File: src/hdl/line_measurement_map.vh
// register offsets, field positions, reset values and port timing for the line readout
`ifndef LINE_MEASUREMENT_MAP_VH
`define LINE_MEASUREMENT_MAP_VH

// =====================================================================
// register offsets on the serial control port
`define LOOP_VOLTAGE_MONITOR_ADDR 7'h4e
`define LOOP_CURRENT_MONITOR_ADDR 7'h4f
`define TIP_VOLTAGE_MONITOR_ADDR 7'h50
`define RING_VOLTAGE_MONITOR_ADDR 7'h51
`define BATTERY_VOLTAGE_MONITOR_A_ADDR 7'h52
`define BATTERY_VOLTAGE_MONITOR_B_ADDR 7'h53
`define FIRST_TRANSISTOR_CURRENT_MONITOR_ADDR 7'h54
`define SECOND_TRANSISTOR_CURRENT_MONITOR_ADDR 7'h55

// =====================================================================
// field positions in the loop registers
`define LOOP_SIGN_BIT 6
`define LOOP_MAG_MSB 5
`define LOOP_MAG_LSB 0

// =====================================================================
// reset values
`define MONITOR_RESET_VALUE 8'h00
`define LOOP_MAG_RESET_VALUE 6'h00

// =====================================================================
// control byte layout and frame timing in serial clock edges
`define CTRL_READ_BIT 7
`define CTRL_BITS 4'h8
`define FRAME_BITS 5'h10
`define UNMAPPED_READ_VALUE 8'h00

`endif

File: src/hdl/line_measurement_readout.v
// read-only line measurement monitor registers behind the serial control port
`timescale 1ns/10ps
`default_nettype none
`include "line_measurement_map.vh"

module line_measurement_readout (
    input wire clk,
    input wire rst,
    // serial control port, sampled on clk
    input wire sclk,
    input wire cs_n,
    input wire sdi,
    output reg sdo,
    output reg sdo_oe,
    // measurement codes from the analog path
    input wire loop_voltage_sign,
    input wire [5:0] loop_voltage_magnitude,
    input wire loop_current_sign,
    input wire [5:0] loop_current_magnitude,
    input wire [7:0] tip_voltage_level,
    input wire [7:0] ring_voltage_level,
    input wire [7:0] battery_voltage_level_a,
    input wire [7:0] battery_voltage_level_b,
    input wire [7:0] first_transistor_current,
    input wire [7:0] second_transistor_current,
    input wire extended_battery_enable,
    input wire [7:0] extended_battery_offset
);

    // =====================================================================
    // helpers

    // current with the extended battery offset removed, floored at zero
    function [7:0] strip_offset;
        input [7:0] raw;
        input [7:0] offset;
        input enable;
        begin
            if (!enable)
            begin
                strip_offset = raw;
            end
            else if (raw > offset)
            begin
                strip_offset = raw - offset;
            end
            else
            begin
                strip_offset = 8'h00;
            end
        end
    endfunction

    // loop reading byte: reserved top bit zero, then sign, then magnitude
    function [7:0] pack_loop_reading;
        input sign_bit;
        input [5:0] magnitude;
        begin
            pack_loop_reading = 8'h00;
            pack_loop_reading[`LOOP_SIGN_BIT] = sign_bit;
            pack_loop_reading[`LOOP_MAG_MSB:`LOOP_MAG_LSB] = magnitude;
        end
    endfunction

    // =====================================================================
    // monitor registers

    reg loop_voltage_sign_reg;
    reg [5:0] loop_voltage_magnitude_reg;
    reg loop_current_sign_reg;
    reg [5:0] loop_current_magnitude_reg;
    reg [7:0] tip_voltage_reg;
    reg [7:0] ring_voltage_reg;
    reg [7:0] battery_a_reg;
    reg [7:0] battery_b_reg;
    reg [7:0] first_current_reg;
    reg [7:0] second_current_reg;

    // realtime capture of every measurement, refreshed each clock
    always @(posedge clk or posedge rst)
    begin
        if (rst)
        begin
            loop_voltage_sign_reg <= 1'b0;
            loop_voltage_magnitude_reg <= `LOOP_MAG_RESET_VALUE;
            loop_current_sign_reg <= 1'b0;
            loop_current_magnitude_reg <= `LOOP_MAG_RESET_VALUE;
            tip_voltage_reg <= `MONITOR_RESET_VALUE;
            ring_voltage_reg <= `MONITOR_RESET_VALUE;
            battery_a_reg <= `MONITOR_RESET_VALUE;
            battery_b_reg <= `MONITOR_RESET_VALUE;
            first_current_reg <= `MONITOR_RESET_VALUE;
            second_current_reg <= `MONITOR_RESET_VALUE;
        end
        else
        begin
            loop_voltage_sign_reg <= loop_voltage_sign;
            loop_voltage_magnitude_reg <= loop_voltage_magnitude;
            loop_current_sign_reg <= loop_current_sign;
            loop_current_magnitude_reg <= loop_current_magnitude;
            tip_voltage_reg <= tip_voltage_level;
            ring_voltage_reg <= ring_voltage_level;
            battery_a_reg <= battery_voltage_level_a;
            battery_b_reg <= battery_voltage_level_b;
            first_current_reg <= strip_offset(first_transistor_current,
                extended_battery_offset, extended_battery_enable);
            second_current_reg <= strip_offset(second_transistor_current,
                extended_battery_offset, extended_battery_enable);
        end
    end

    // =====================================================================
    // read decode

    reg [7:0] read_value;
    wire [6:0] addr_now;

    // read mux; unmapped addresses read zero
    always @*
    begin
        read_value = `UNMAPPED_READ_VALUE;
        if (addr_now == `LOOP_VOLTAGE_MONITOR_ADDR)
        begin
            read_value = pack_loop_reading(loop_voltage_sign_reg,
                loop_voltage_magnitude_reg);
        end
        else if (addr_now == `LOOP_CURRENT_MONITOR_ADDR)
        begin
            read_value = pack_loop_reading(loop_current_sign_reg,
                loop_current_magnitude_reg);
        end
        else if (addr_now == `TIP_VOLTAGE_MONITOR_ADDR)
        begin
            read_value = tip_voltage_reg;
        end
        else if (addr_now == `RING_VOLTAGE_MONITOR_ADDR)
        begin
            read_value = ring_voltage_reg;
        end
        else if (addr_now == `BATTERY_VOLTAGE_MONITOR_A_ADDR)
        begin
            read_value = battery_a_reg;
        end
        else if (addr_now == `BATTERY_VOLTAGE_MONITOR_B_ADDR)
        begin
            read_value = battery_b_reg;
        end
        else if (addr_now == `FIRST_TRANSISTOR_CURRENT_MONITOR_ADDR)
        begin
            read_value = first_current_reg;
        end
        else if (addr_now == `SECOND_TRANSISTOR_CURRENT_MONITOR_ADDR)
        begin
            read_value = second_current_reg;
        end
    end

    // =====================================================================
    // serial control port

    // frame phases
    localparam [1:0] FRAME_IDLE = 2'b00;
    localparam [1:0] FRAME_CTRL = 2'b01;
    localparam [1:0] FRAME_READ = 2'b10;
    localparam [1:0] FRAME_WRITE = 2'b11;

    reg sclk_prev_reg;
    reg [4:0] bit_count_reg;
    reg [6:0] ctrl_shift_reg;
    reg [1:0] frame_state_reg;
    reg [1:0] frame_state_next;
    reg [7:0] tx_shift_reg;

    wire sclk_rise;
    wire sclk_fall;
    wire ctrl_done;
    wire frame_full;

    // serial clock edges as seen on clk; sclk idles low, so no false edge after reset
    assign sclk_rise = sclk & ~sclk_prev_reg;
    assign sclk_fall = ~sclk & sclk_prev_reg;
    // last control bit arriving on this rising edge
    assign ctrl_done = sclk_rise && (bit_count_reg == {1'b0, `CTRL_BITS} - 5'h01);
    // bits past the data byte are ignored
    assign frame_full = (bit_count_reg == `FRAME_BITS);
    assign addr_now = {ctrl_shift_reg[5:0], sdi};

    // previous serial clock level for edge detection
    always @(posedge clk or posedge rst)
    begin
        if (rst)
        begin
            sclk_prev_reg <= 1'b0;
        end
        else
        begin
            sclk_prev_reg <= sclk;
        end
    end

    // frame phase: control byte first, then a read or a write data byte
    always @*
    begin
        frame_state_next = frame_state_reg;
        case (frame_state_reg)
            FRAME_IDLE:
            begin
                frame_state_next = FRAME_CTRL;
            end
            FRAME_CTRL:
            begin
                if (ctrl_done && ctrl_shift_reg[`CTRL_READ_BIT - 1])
                begin
                    frame_state_next = FRAME_READ;
                end
                else if (ctrl_done)
                begin
                    frame_state_next = FRAME_WRITE;
                end
            end
            FRAME_READ:
            begin
                frame_state_next = FRAME_READ;
            end
            FRAME_WRITE:
            begin
                frame_state_next = FRAME_WRITE;
            end
            default:
            begin
                frame_state_next = FRAME_IDLE;
            end
        endcase
        // deselect abandons the frame in any phase
        if (cs_n)
        begin
            frame_state_next = FRAME_IDLE;
        end
    end

    // bit counter, control shift and frame phase
    always @(posedge clk or posedge rst)
    begin
        if (rst)
        begin
            bit_count_reg <= 5'h00;
            ctrl_shift_reg <= 7'h00;
            frame_state_reg <= FRAME_IDLE;
        end
        else
        begin
            frame_state_reg <= frame_state_next;
            if (cs_n)
            begin
                bit_count_reg <= 5'h00;
            end
            else if (sclk_rise && !frame_full)
            begin
                bit_count_reg <= bit_count_reg + 5'h01;
                ctrl_shift_reg <= {ctrl_shift_reg[5:0], sdi};
            end
        end
    end

    // read data out: snapshot at control end, one bit per falling serial edge
    always @(posedge clk or posedge rst)
    begin
        if (rst)
        begin
            tx_shift_reg <= 8'h00;
            sdo <= 1'b0;
            sdo_oe <= 1'b0;
        end
        else if (cs_n)
        begin
            sdo <= 1'b0;
            sdo_oe <= 1'b0;
        end
        else
        begin
            // snapshot whole byte so a reading cannot tear mid-shift
            if (ctrl_done)
            begin
                tx_shift_reg <= read_value;
            end
            // write frames never drive, so their data bits are dropped
            if (sclk_fall && frame_state_reg == FRAME_READ)
            begin
                sdo <= tx_shift_reg[7];
                sdo_oe <= 1'b1;
                tx_shift_reg <= {tx_shift_reg[6:0], 1'b0};
            end
        end
    end

endmodule

`default_nettype wire

File: config.mk
export PLATFORM = sky130hd
export DESIGN_NAME = line_measurement_readout
export DESIGN_NICKNAME = d
export VERILOG_FILES = /design/src/hdl/line_measurement_readout.v
export VERILOG_INCLUDE_DIRS = /design/src /design/src/hdl
export SDC_FILE = /design/constraint.sdc
export NUM_CORES = 1
export LEC_CHECK = 0
export ABC_AREA = 0
export ABC_CLOCK_PERIOD_IN_PS = 2600
export BUFFER_PORTS_ARGS = -buffer_cell sky130_fd_sc_hd__buf_2
export CAP_MARGIN = 20
export CELL_PAD_IN_SITES_DETAIL_PLACEMENT = 2
export CELL_PAD_IN_SITES_GLOBAL_PLACEMENT = 2
export CORE_MARGIN = 1.5
export CORE_UTILIZATION = 36
export CTS_CLUSTER_SIZE = 28
export DETAILED_ROUTE_END_ITERATION = 7
export PLACE_DENSITY_LB_ADDON = 0.05
export RECOVER_POWER = 50
export SYNTH_ARGS = -nofsm -noshare
export SYNTH_HDL_FRONTEND = slang
export SYNTH_SLANG_ARGS = --single-unit
File: constraint.sdc
create_clock -name clk -period 2.6 [get_ports clk]
set_input_delay 0.13 -clock clk [delete_from_list [all_inputs] [get_ports clk]]
set_output_delay 0.13 -clock clk [all_outputs]
set_load 0.005 [all_outputs]
==> results of run 1 <==
[worst min-delay path, cell delays in order]
cell,delay [ps]
sky130_fd_sc_hd__buf_2,110
sky130_fd_sc_hd__inv_1,50
sky130_fd_sc_hd__o22ai_1,60
[through the flow]
stage | setup slack [ps] | std cells
CTS | 424 | 685
global placement | 459 | 621
floorplan | 220 | 406
detailed placement | 340 | 621
global route | 262 | 685
finish | 448 | 685
[cell usage after synthesis, drive strengths merged, types with 6 or more instances]
| cell | count | share of area |
|---|---|---|
| o211ai | 6 | 0.014 |
| buf | 11 | 0.016 |
| inv | 36 | 0.031 |
| a21oi | 20 | 0.023 |
| o22ai | 15 | 0.021 |
| nand2b | 14 | 0.020 |
| nor2 | 13 | 0.011 |
| nand2 | 16 | 0.014 |
| a31oi | 7 | 0.010 |
| mux2i | 7 | 0.016 |
| mux2 | 13 | 0.033 |
| xor2 | 7 | 0.014 |
| and3 | 7 | 0.010 |
| o21ai | 12 | 0.014 |
| clkbuf | 6 | 0.0051 |
| dfrtp | 87 | 0.50 |
| nand3 | 6 | 0.0068 |
| ha | 18 | 0.051 |
| nor3 | 9 | 0.010 |
| nor2b | 7 | 0.010 |
[routing by layer]
layer / global-route usage / wire [um] / up-vias / share of wire
met1: 0.270 / 5860 / 1930 / 0.41
li1: - / - / 1741 / -
met2: 0.439 / 7670 / 80 / 0.54
met3: 0.0441 / 416 / 22 / 0.029
met5: 0 / 0 / - / 0
met4: 0.0900 / 354 / 0 / 0.025
[power groups by stage]
stage          registers (uW)  logic [uW]  clock network (uW)
2_1_floorplan            1540         497                   0
5_1_grt                  1600         788                1510
4_1_cts                  1580         719                1450
6_report                 1580         723                1420
3_5_place_dp             1600         661                   0
3_3_place_gp             1600         635                   0
[cell families after synthesis]
| logic type | Yosys count |
|---|---|
| buffers and inverters | 53 |
| AOI/OAI and AO/OA | 113 |
| and+or+nand+nor | 101 |
| xor gates and xnor gates | 12 |
| adders and majority gates | 20 |
| muxes | 20 |
| DFF | 87 |
[worst min path at each step]
stage / depth (start not counted) / end / startpoint
global placement: 1 / loop_current_magnitude_reg[1]$_DFF_PP0_ / loop_current_magnitude[1]
CTS: 3 / first_current_reg[2]$_DFF_PP0_ / first_transistor_current[2]
global route: 3 / first_current_reg[6]$_DFF_PP0_ / first_transistor_current[6]
detailed placement: 1 / tip_voltage_reg[2]$_DFF_PP0_ / tip_voltage_level[2]
finish: 3 / first_current_reg[6]$_DFF_PP0_ / first_transistor_current[6]
floorplan: 0 / battery_a_reg[0]$_DFF_PP0_ / battery_voltage_level_a[0]
[what timing repair did]
item / CTS / global route
hold buffers: 48 / 0
setup endpoints to repair: 0 / 0
hold endpoints to repair: 134 / 0
[layout make-up]
cell class                      instances  share of cell area
Sequential cell                        87               0.381
Inverter                               36              0.0239
Clock inverter                          6              0.0162
Multi-Input combinational cell        266               0.348
Timing Repair Buffer                  133               0.159
Tap cell                              147              0.0322
Clock buffer                           10              0.0401
[layout by cell type, fill, tap and decap left out, types with 9 or more instances in the layout]
cell type | Yosys | layout
sky130_fd_sc_hd__dfrtp_1 | 87 | 87
sky130_fd_sc_hd__nand2b_1 | 14 | 14
sky130_fd_sc_hd__dlygate4sd3_1 | 0 | 48
sky130_fd_sc_hd__o21ai_0 | 12 | 12
sky130_fd_sc_hd__mux2_2 | 13 | 13
sky130_fd_sc_hd__clkbuf_16 | 0 | 9
sky130_fd_sc_hd__inv_1 | 36 | 35
sky130_fd_sc_hd__buf_2 | 8 | 66
sky130_fd_sc_hd__ha_1 | 18 | 18
sky130_fd_sc_hd__a21oi_1 | 20 | 20
sky130_fd_sc_hd__nand2_1 | 16 | 16
sky130_fd_sc_hd__o22ai_1 | 15 | 15
sky130_fd_sc_hd__nor3_1 | 9 | 9
sky130_fd_sc_hd__clkbuf_1 | 6 | 11
sky130_fd_sc_hd__nor2_1 | 13 | 13
==> flow_summary.json, run 1 <==
{
  "worstSetupEndpoint": "tx_shift_reg[5]$_DFFE_PP0P_",
  "drt_pass1_iterations": 4,
  "final_max_slew_viol_count": 0,
  "stdcell_area_sq_um": 5720,
  "rsz0062_at_grt": "false",
  "power_per_cell_area_nw_per_um2": 652,
  "r2r_slack_ps": 450,
  "core_region_area_sq_um": 12000,
  "slew_margin_rel": 0.267,
  "buffer_ports.inserted": 77,
  "power.share.clock": 0.382,
  "timing_worst_slew_pin_value_ps": 1100,
  "worstPathMaxFanout": 10,
  "multiInputGateArea_sq_um": 1990,
  "post_route_cells_drive_above_1_share": 0.212,
  "final_antenna_net_count": 0,
  "netSwitchingPower_uw": 1070,
  "grt_use_total": 0.237,
  "initial_utilization": 0.367,
  "cpLargestDelayFamily": "simple AND/OR/NAND/NOR gates",
  "cts-buffers-inserted": 9,
  "clock_tree.buffer_depth": 2,
  "holdCritPathClass": "in2reg",
  "critPathMaxStageDelay_ps": 630,
  "avgSynthCellArea_sq_um": 10.8,
  "worstSetupStartpoint": "bit_count_reg[0]$_DFFE_PP0P_",
  "detailedRoute.firstIterationViolations": 124,
  "dpl_cell_area_sq_um": 4930,
  "synthesis.instances": 406,
  "drt_drc_violations_left": 0,
  "basic_gate_share_of_the_synthesized_area_counting_and_or_nand_and_nor_cells": 0.136,
  "synth_xor_area_frac": 0.0239,
  "worst-setup-path-type": "reg2reg",
  "share_comb_of_total_power": 0.194,
  "gp_routability_congestion": 0.869,
  "ys_seq_area_frac": 0.495,
  "critical_path.slowest_cell": "sky130_fd_sc_hd__or4_1",
  "switching_share": 0.287,
  "hold_viol_final": 0,
  "cts-htree-levels": 3,
  "ys_dominant_reg_cell": "sky130_fd_sc_hd__dfrtp_1",
  "synth_mux_area_frac": 0.0493,
  "yosys_warnings": 0,
  "die_y_um": 113,
  "clkLatencyLatePin_ps": 350,
  "max_capacitance_violation_count": 0,
  "critical_path_buf_inv_count": 0,
  "final_nets": 629,
  "register_area_sq_um": 2180,
  "final.setup.tns_ps": 0,
  "boundary_pin_count": 78,
  "hold_ws_ps": 45.1,
  "worstSetupEndpointType": "flop",
  "area_growth_pct": 30.1,
  "n_antenna_cell": 0,
  "globalRouteOverflowTotal": 0,
  "intPower_uw": 2660,
  "die_width_um": 113,
  "synth_fa_ha_area_frac": 0.0604,
  "asyncSetResetFlopFracSynth": 1.00,
  "totalPowerFinal_uw": 3730,
  "post-route-util": 0.478,
  "cts_sinks": 87,
  "via_count": 3773,
  "synth.net_count": 502,
  "synth_top_family_by_area": "compound AO/OA/AOI/OAI gates",
  "synth.ff_latch_count": 87,
  "cp-start-kind": "flop",
  "floorplan.rows": 40,
  "crit-reg2reg-capture": "tx_shift_reg[5]$_DFFE_PP0P_",
  "required_arrival_time_at_the_worst_endpoint_ps": 2820,
  "reg2reg_from": "bit_count_reg[0]$_DFFE_PP0P_",
  "max_freq_mhz": 465,
  "syn_area_sq_um": 4390,
  "cts_repair_resize_count": 0,
  "crit_cells": 6,
  "power.leakage_uw": 0.00261,
  "power.sequential.fraction": 0.424,
  "global_route_wire_length_before_repair_mm": 23.0,
  "finalSetupViolations": 0,
  "yosys.cell_types.count": 63,
  "vdd.ir_drop.worst_mv": 0.347,
  "synth_compound_area_frac": 0.183,
  "grt_start_max_net_pins": 45,
  "routed_via_density": 5.51,
  "post_drt_wl_per_cell_um": 20.9,
  "place_hpwl_mm": 9.76,
  "cp_data_arrival_time_ps": 2370,
  "path_clk_slew_ps": 60,
  "outcome": "finished, final reports clean",
  "first_global_vias": 4321,
  "post-cts-setup-buffer-count": 0,
  "tritoncts": "built",
  "period_needed_ps": 2150,
  "final.fill_count": 1252,
  "antenna_found_initial": 0,
  "dieArea_sq_um": 12900,
  "crit_path_cell_trace": "ha_1 > nand4b_1 > or4_1 > and3_1 > a221oi_1 > o31ai_1",
  "finalCritPeriodShare": 0.828,
  "finClkSkew_ps": 7.83,
  "synth-edff-count": 0,
  "clk_tree_root_cell": "sky130_fd_sc_hd__clkbuf_16",
  "rr_worst_depth": 6,
  "wirelength_mm": 14.3
}
Power figures use the tool's default switching activity.
==> run 2: changes to the inputs <==
- ABC_AREA: 0 -> 1
- ABC_CLOCK_PERIOD_IN_PS: 2600 -> 2000
- CORE_UTILIZATION: 36 -> 33
- clock period: 2.6 -> 2 ns (I/O delays scaled with it)
==> run 2 against run 1 <==
Net effect: synthesized cell count rose by 17%; non-clock buffer count rose by 1; synthesized area fell by 4.0%; sequential share of layout area rose by 0.092 points; final cell count rose by 16%; die area rose by 4.6%; largest cell class unchanged; largest power group is now clock.
==> flow_summary.json, run 2 <==
{
  "finalCritPeriodShare": 0.911,
  "yosys_warnings": 0,
  "yosys.cell_types.count": 34,
  "gp_routability_congestion": 0.860,
  "place.detailed.instances": 727,
  "period_needed_ps": 1820,
  "layout_commonest_cell": "sky130_fd_sc_hd__nand2_1",
  "dieArea_sq_um": 13500,
  "area_growth_pct": 35.3,
  "syn_area_sq_um": 4220,
  "holdCritPathClass": "in2reg",
  "post_route_cells_drive_above_1_share": 0.175,
  "die_width_um": 116,
  "r2r_slack_ps": 200,
  "post-synth-top-count-cell": "sky130_fd_sc_hd__nand2_1",
  "clock_tree.buffer_depth": 2,
  "drt_pass1_iterations": 5,
  "required_arrival_time_at_the_worst_endpoint_ps": 2260,
  "netlist.top_cell.by_area": "sky130_fd_sc_hd__dfrtp_1",
  "worstPathMaxFanout": 7,
  "synth-edff-count": 0,
  "post-cts-setup-buffer-count": 0,
  "clkLatencyLatePin_ps": 350,
  "final-instance-count-excl-fill": 796,
  "cts-htree-levels": 3,
  "boundary_pin_count": 78,
  "path_clk_slew_ps": 70,
  "synth.ff_latch_count": 87,
  "cpLargestDelayFamily": "buffers and inverters",
  "final_max_slew_viol_count": 0,
  "synth.area.top_cells": "sky130_fd_sc_hd__dfrtp_1 52%, sky130_fd_sc_hd__nand2_1 11%, sky130_fd_sc_hd__ha_1 5.3%",
  "worst-setup-path-type": "in2reg",
  "most_frequent_cells_in_the_layout": "119 x sky130_fd_sc_hd__nand2_1, 87 x sky130_fd_sc_hd__dfrtp_1, 63 x sky130_fd_sc_hd__buf_2",
  "asyncSetResetFlopFracSynth": 1.00,
  "cp-start-kind": "input port",
  "critical_path_buf_inv_count": 3,
  "ys_dominant_reg_cell": "sky130_fd_sc_hd__dfrtp_1",
  "synth.top_cells.by_count": "119 x sky130_fd_sc_hd__nand2_1, 87 x sky130_fd_sc_hd__dfrtp_1, 51 x sky130_fd_sc_hd__inv_1, 41 x sky130_fd_sc_hd__nand3_1, 38 x sky130_fd_sc_hd__nor2_1",
  "core_region_area_sq_um": 12500,
  "place_worst_setup_slack_ps": 165,
  "floorplan.rows": 41,
  "final.fill_count": 1426,
  "grt_start_max_net_pins": 88,
  "final_nets": 713,
  "critical_path.slowest_cell": "sky130_fd_sc_hd__dlygate4sd3_1",
  "ys_seq_area_frac": 0.516,
  "power_per_cell_area_nw_per_um2": 813,
  "hold_viol_final": 0,
  "detailedRoute.firstIterationViolations": 107,
  "vdd.ir_drop.worst_mv": 0.378,
  "crit_path_cell_trace": "dlygate4sd3_1 > buf_2 > ha_1 > inv_1 > nor4_2 > nand2_1 > nand3_1 > nand2_1 > o21ai_0",
  "slew_margin_rel": 0.203,
  "max_freq_mhz": 549,
  "outcome": "finished, final reports clean",
  "clk_tree_root_cell": "sky130_fd_sc_hd__clkbuf_16",
  "first_global_vias": 4340,
  "synthesis.instances": 476,
  "critPathMaxStageDelay_ps": 530,
  "timing_worst_slew_pin_value_ps": 1190,
  "synth.net_count": 572,
  "rsz0062_at_grt": "false",
  "antenna_found_initial": 1,
  "cts_sinks": 87,
  "cts-buffers-inserted": 9,
  "buffer_ports.inserted": 77,
  "finClkSkew_ps": 10.1,
  "final_antenna_net_count": 0,
  "cp_data_arrival_time_ps": 2080,
  "worstSetupEndpointType": "flop",
  "drt_drc_violations_left": 0,
  "initial_utilization": 0.337,
  "crit_top_cell": "sky130_fd_sc_hd__nand2_1",
  "die_y_um": 116,
  "global_route_wire_length_before_repair_mm": 23.0,
  "power.leakage_uw": 0.00285,
  "layout_setup_ws_ps": 179,
  "avgSynthCellArea_sq_um": 8.86,
  "yosys.area.top_type_share": 0.516,
  "place_hpwl_mm": 9.60,
  "routed_via_density": 4.87,
  "hold_ws_ps": 4.63,
  "tritoncts": "built",
  "final.setup.tns_ps": 0,
  "via_count": 3879,
  "max_capacitance_violation_count": 0,
  "post_drt_wl_per_cell_um": 18.3,
  "wirelength_mm": 14.6,
  "finalSetupViolations": 0,
  "globalRouteOverflowTotal": 0,
  "grt_use_total": 0.231
}
-- run 2: cell type report --
cell class	count	area [sq um]	area share
clock buffers	9	225	0.0395
flip-flops and latches	87	2180	0.382
repair buffers	134	926	0.162
inverters	59	230	0.0404
well taps	172	215	0.0377
multi-input cells	326	1800	0.315
clock inverters	7	126	0.0222
diodes	2	5.00	0.000878
-- run 2: path summary, 6_finish.rpt --
kind | start | end | depth (start not counted)
setup reg to reg | bit_count_reg[1]$_DFFE_PP0P_ | tx_shift_reg[6]$_DFFE_PP0P_ | 9
setup / recovery | second_transistor_current[5] | second_current_reg[6]$_DFF_PP0_ | 9
hold reg to reg | tx_shift_reg[0]$_DFFE_PP0P_ | tx_shift_reg[0]$_DFFE_PP0P_ | 2
min in group asynchronous | rst | ring_voltage_reg[0]$_DFF_PP0_ | 4
max in group asynchronous | rst | loop_voltage_sign_reg$_DFF_PP0_ | 4
hold / removal | first_transistor_current[4] | first_current_reg[4]$_DFF_PP0_ | 3
-- run 2: cell families (layout without fill, tap and decap cells) --
kind of cell,Yosys count,count (layout),share of synthesized area
AO/OA/AOI/OAI,63,63,0.0825
XOR/XNOR,9,9,0.0187
adder cells (fa/ha/maj),20,20,0.0629
buffers and inverters,63,209,0.0588
flip-flops,87,87,0.516
other,0,2,0
AND/OR/NAND/NOR,234,234,0.261
-- run 2: metrics by stage --
stage	area, sq um	power (uW)	utilization
detailed placement	4860	2590	0.388
global placement	4860	2560	0.388
finish	5700	4640	0.456
floorplan	4220	2340	-
CTS	5720	4650	0.457
global route	5700	4840	0.455
-- run 2: routing by layer --
layer / GRT usage / up-vias / part of all wire / wire length (um)
met3: 0.0288 / 23 / 0.018 / 264
met5: 0 / - / 0 / 0
met4: 0.0951 / 0 / 0.027 / 400
met2: 0.450 / 69 / 0.58 / 8410
li1: - / 1846 / - / -
met1: 0.249 / 1941 / 0.38 / 5500
-- run 2: report_power, final --
| part | total, uW | switching [uW] | internal, uW |
|---|---|---|---|
| clock | 2000 | 761 | 1240 |
| sequential | 1950 | 78.6 | 1870 |
| combinational | 683 | 412 | 271 |
-- run 2: timing repair --
action	4_1_cts	5_1_grt
hold buffers	51	0
endpoints found under the setup margin	0	3
hold endpoints to repair	137	0
resized for setup	0	2
-- run 2: worst register-to-register path, delay by kind of cell, from the launching register on --
kind                     cells  cell delay (ps)
AND/OR/NAND/NOR              6              790
AO/OA/AOI/OAI                1              260
adder cells (fa/ha/maj)      1              190
buffers and inverters        1              110
flip-flops                   1              380
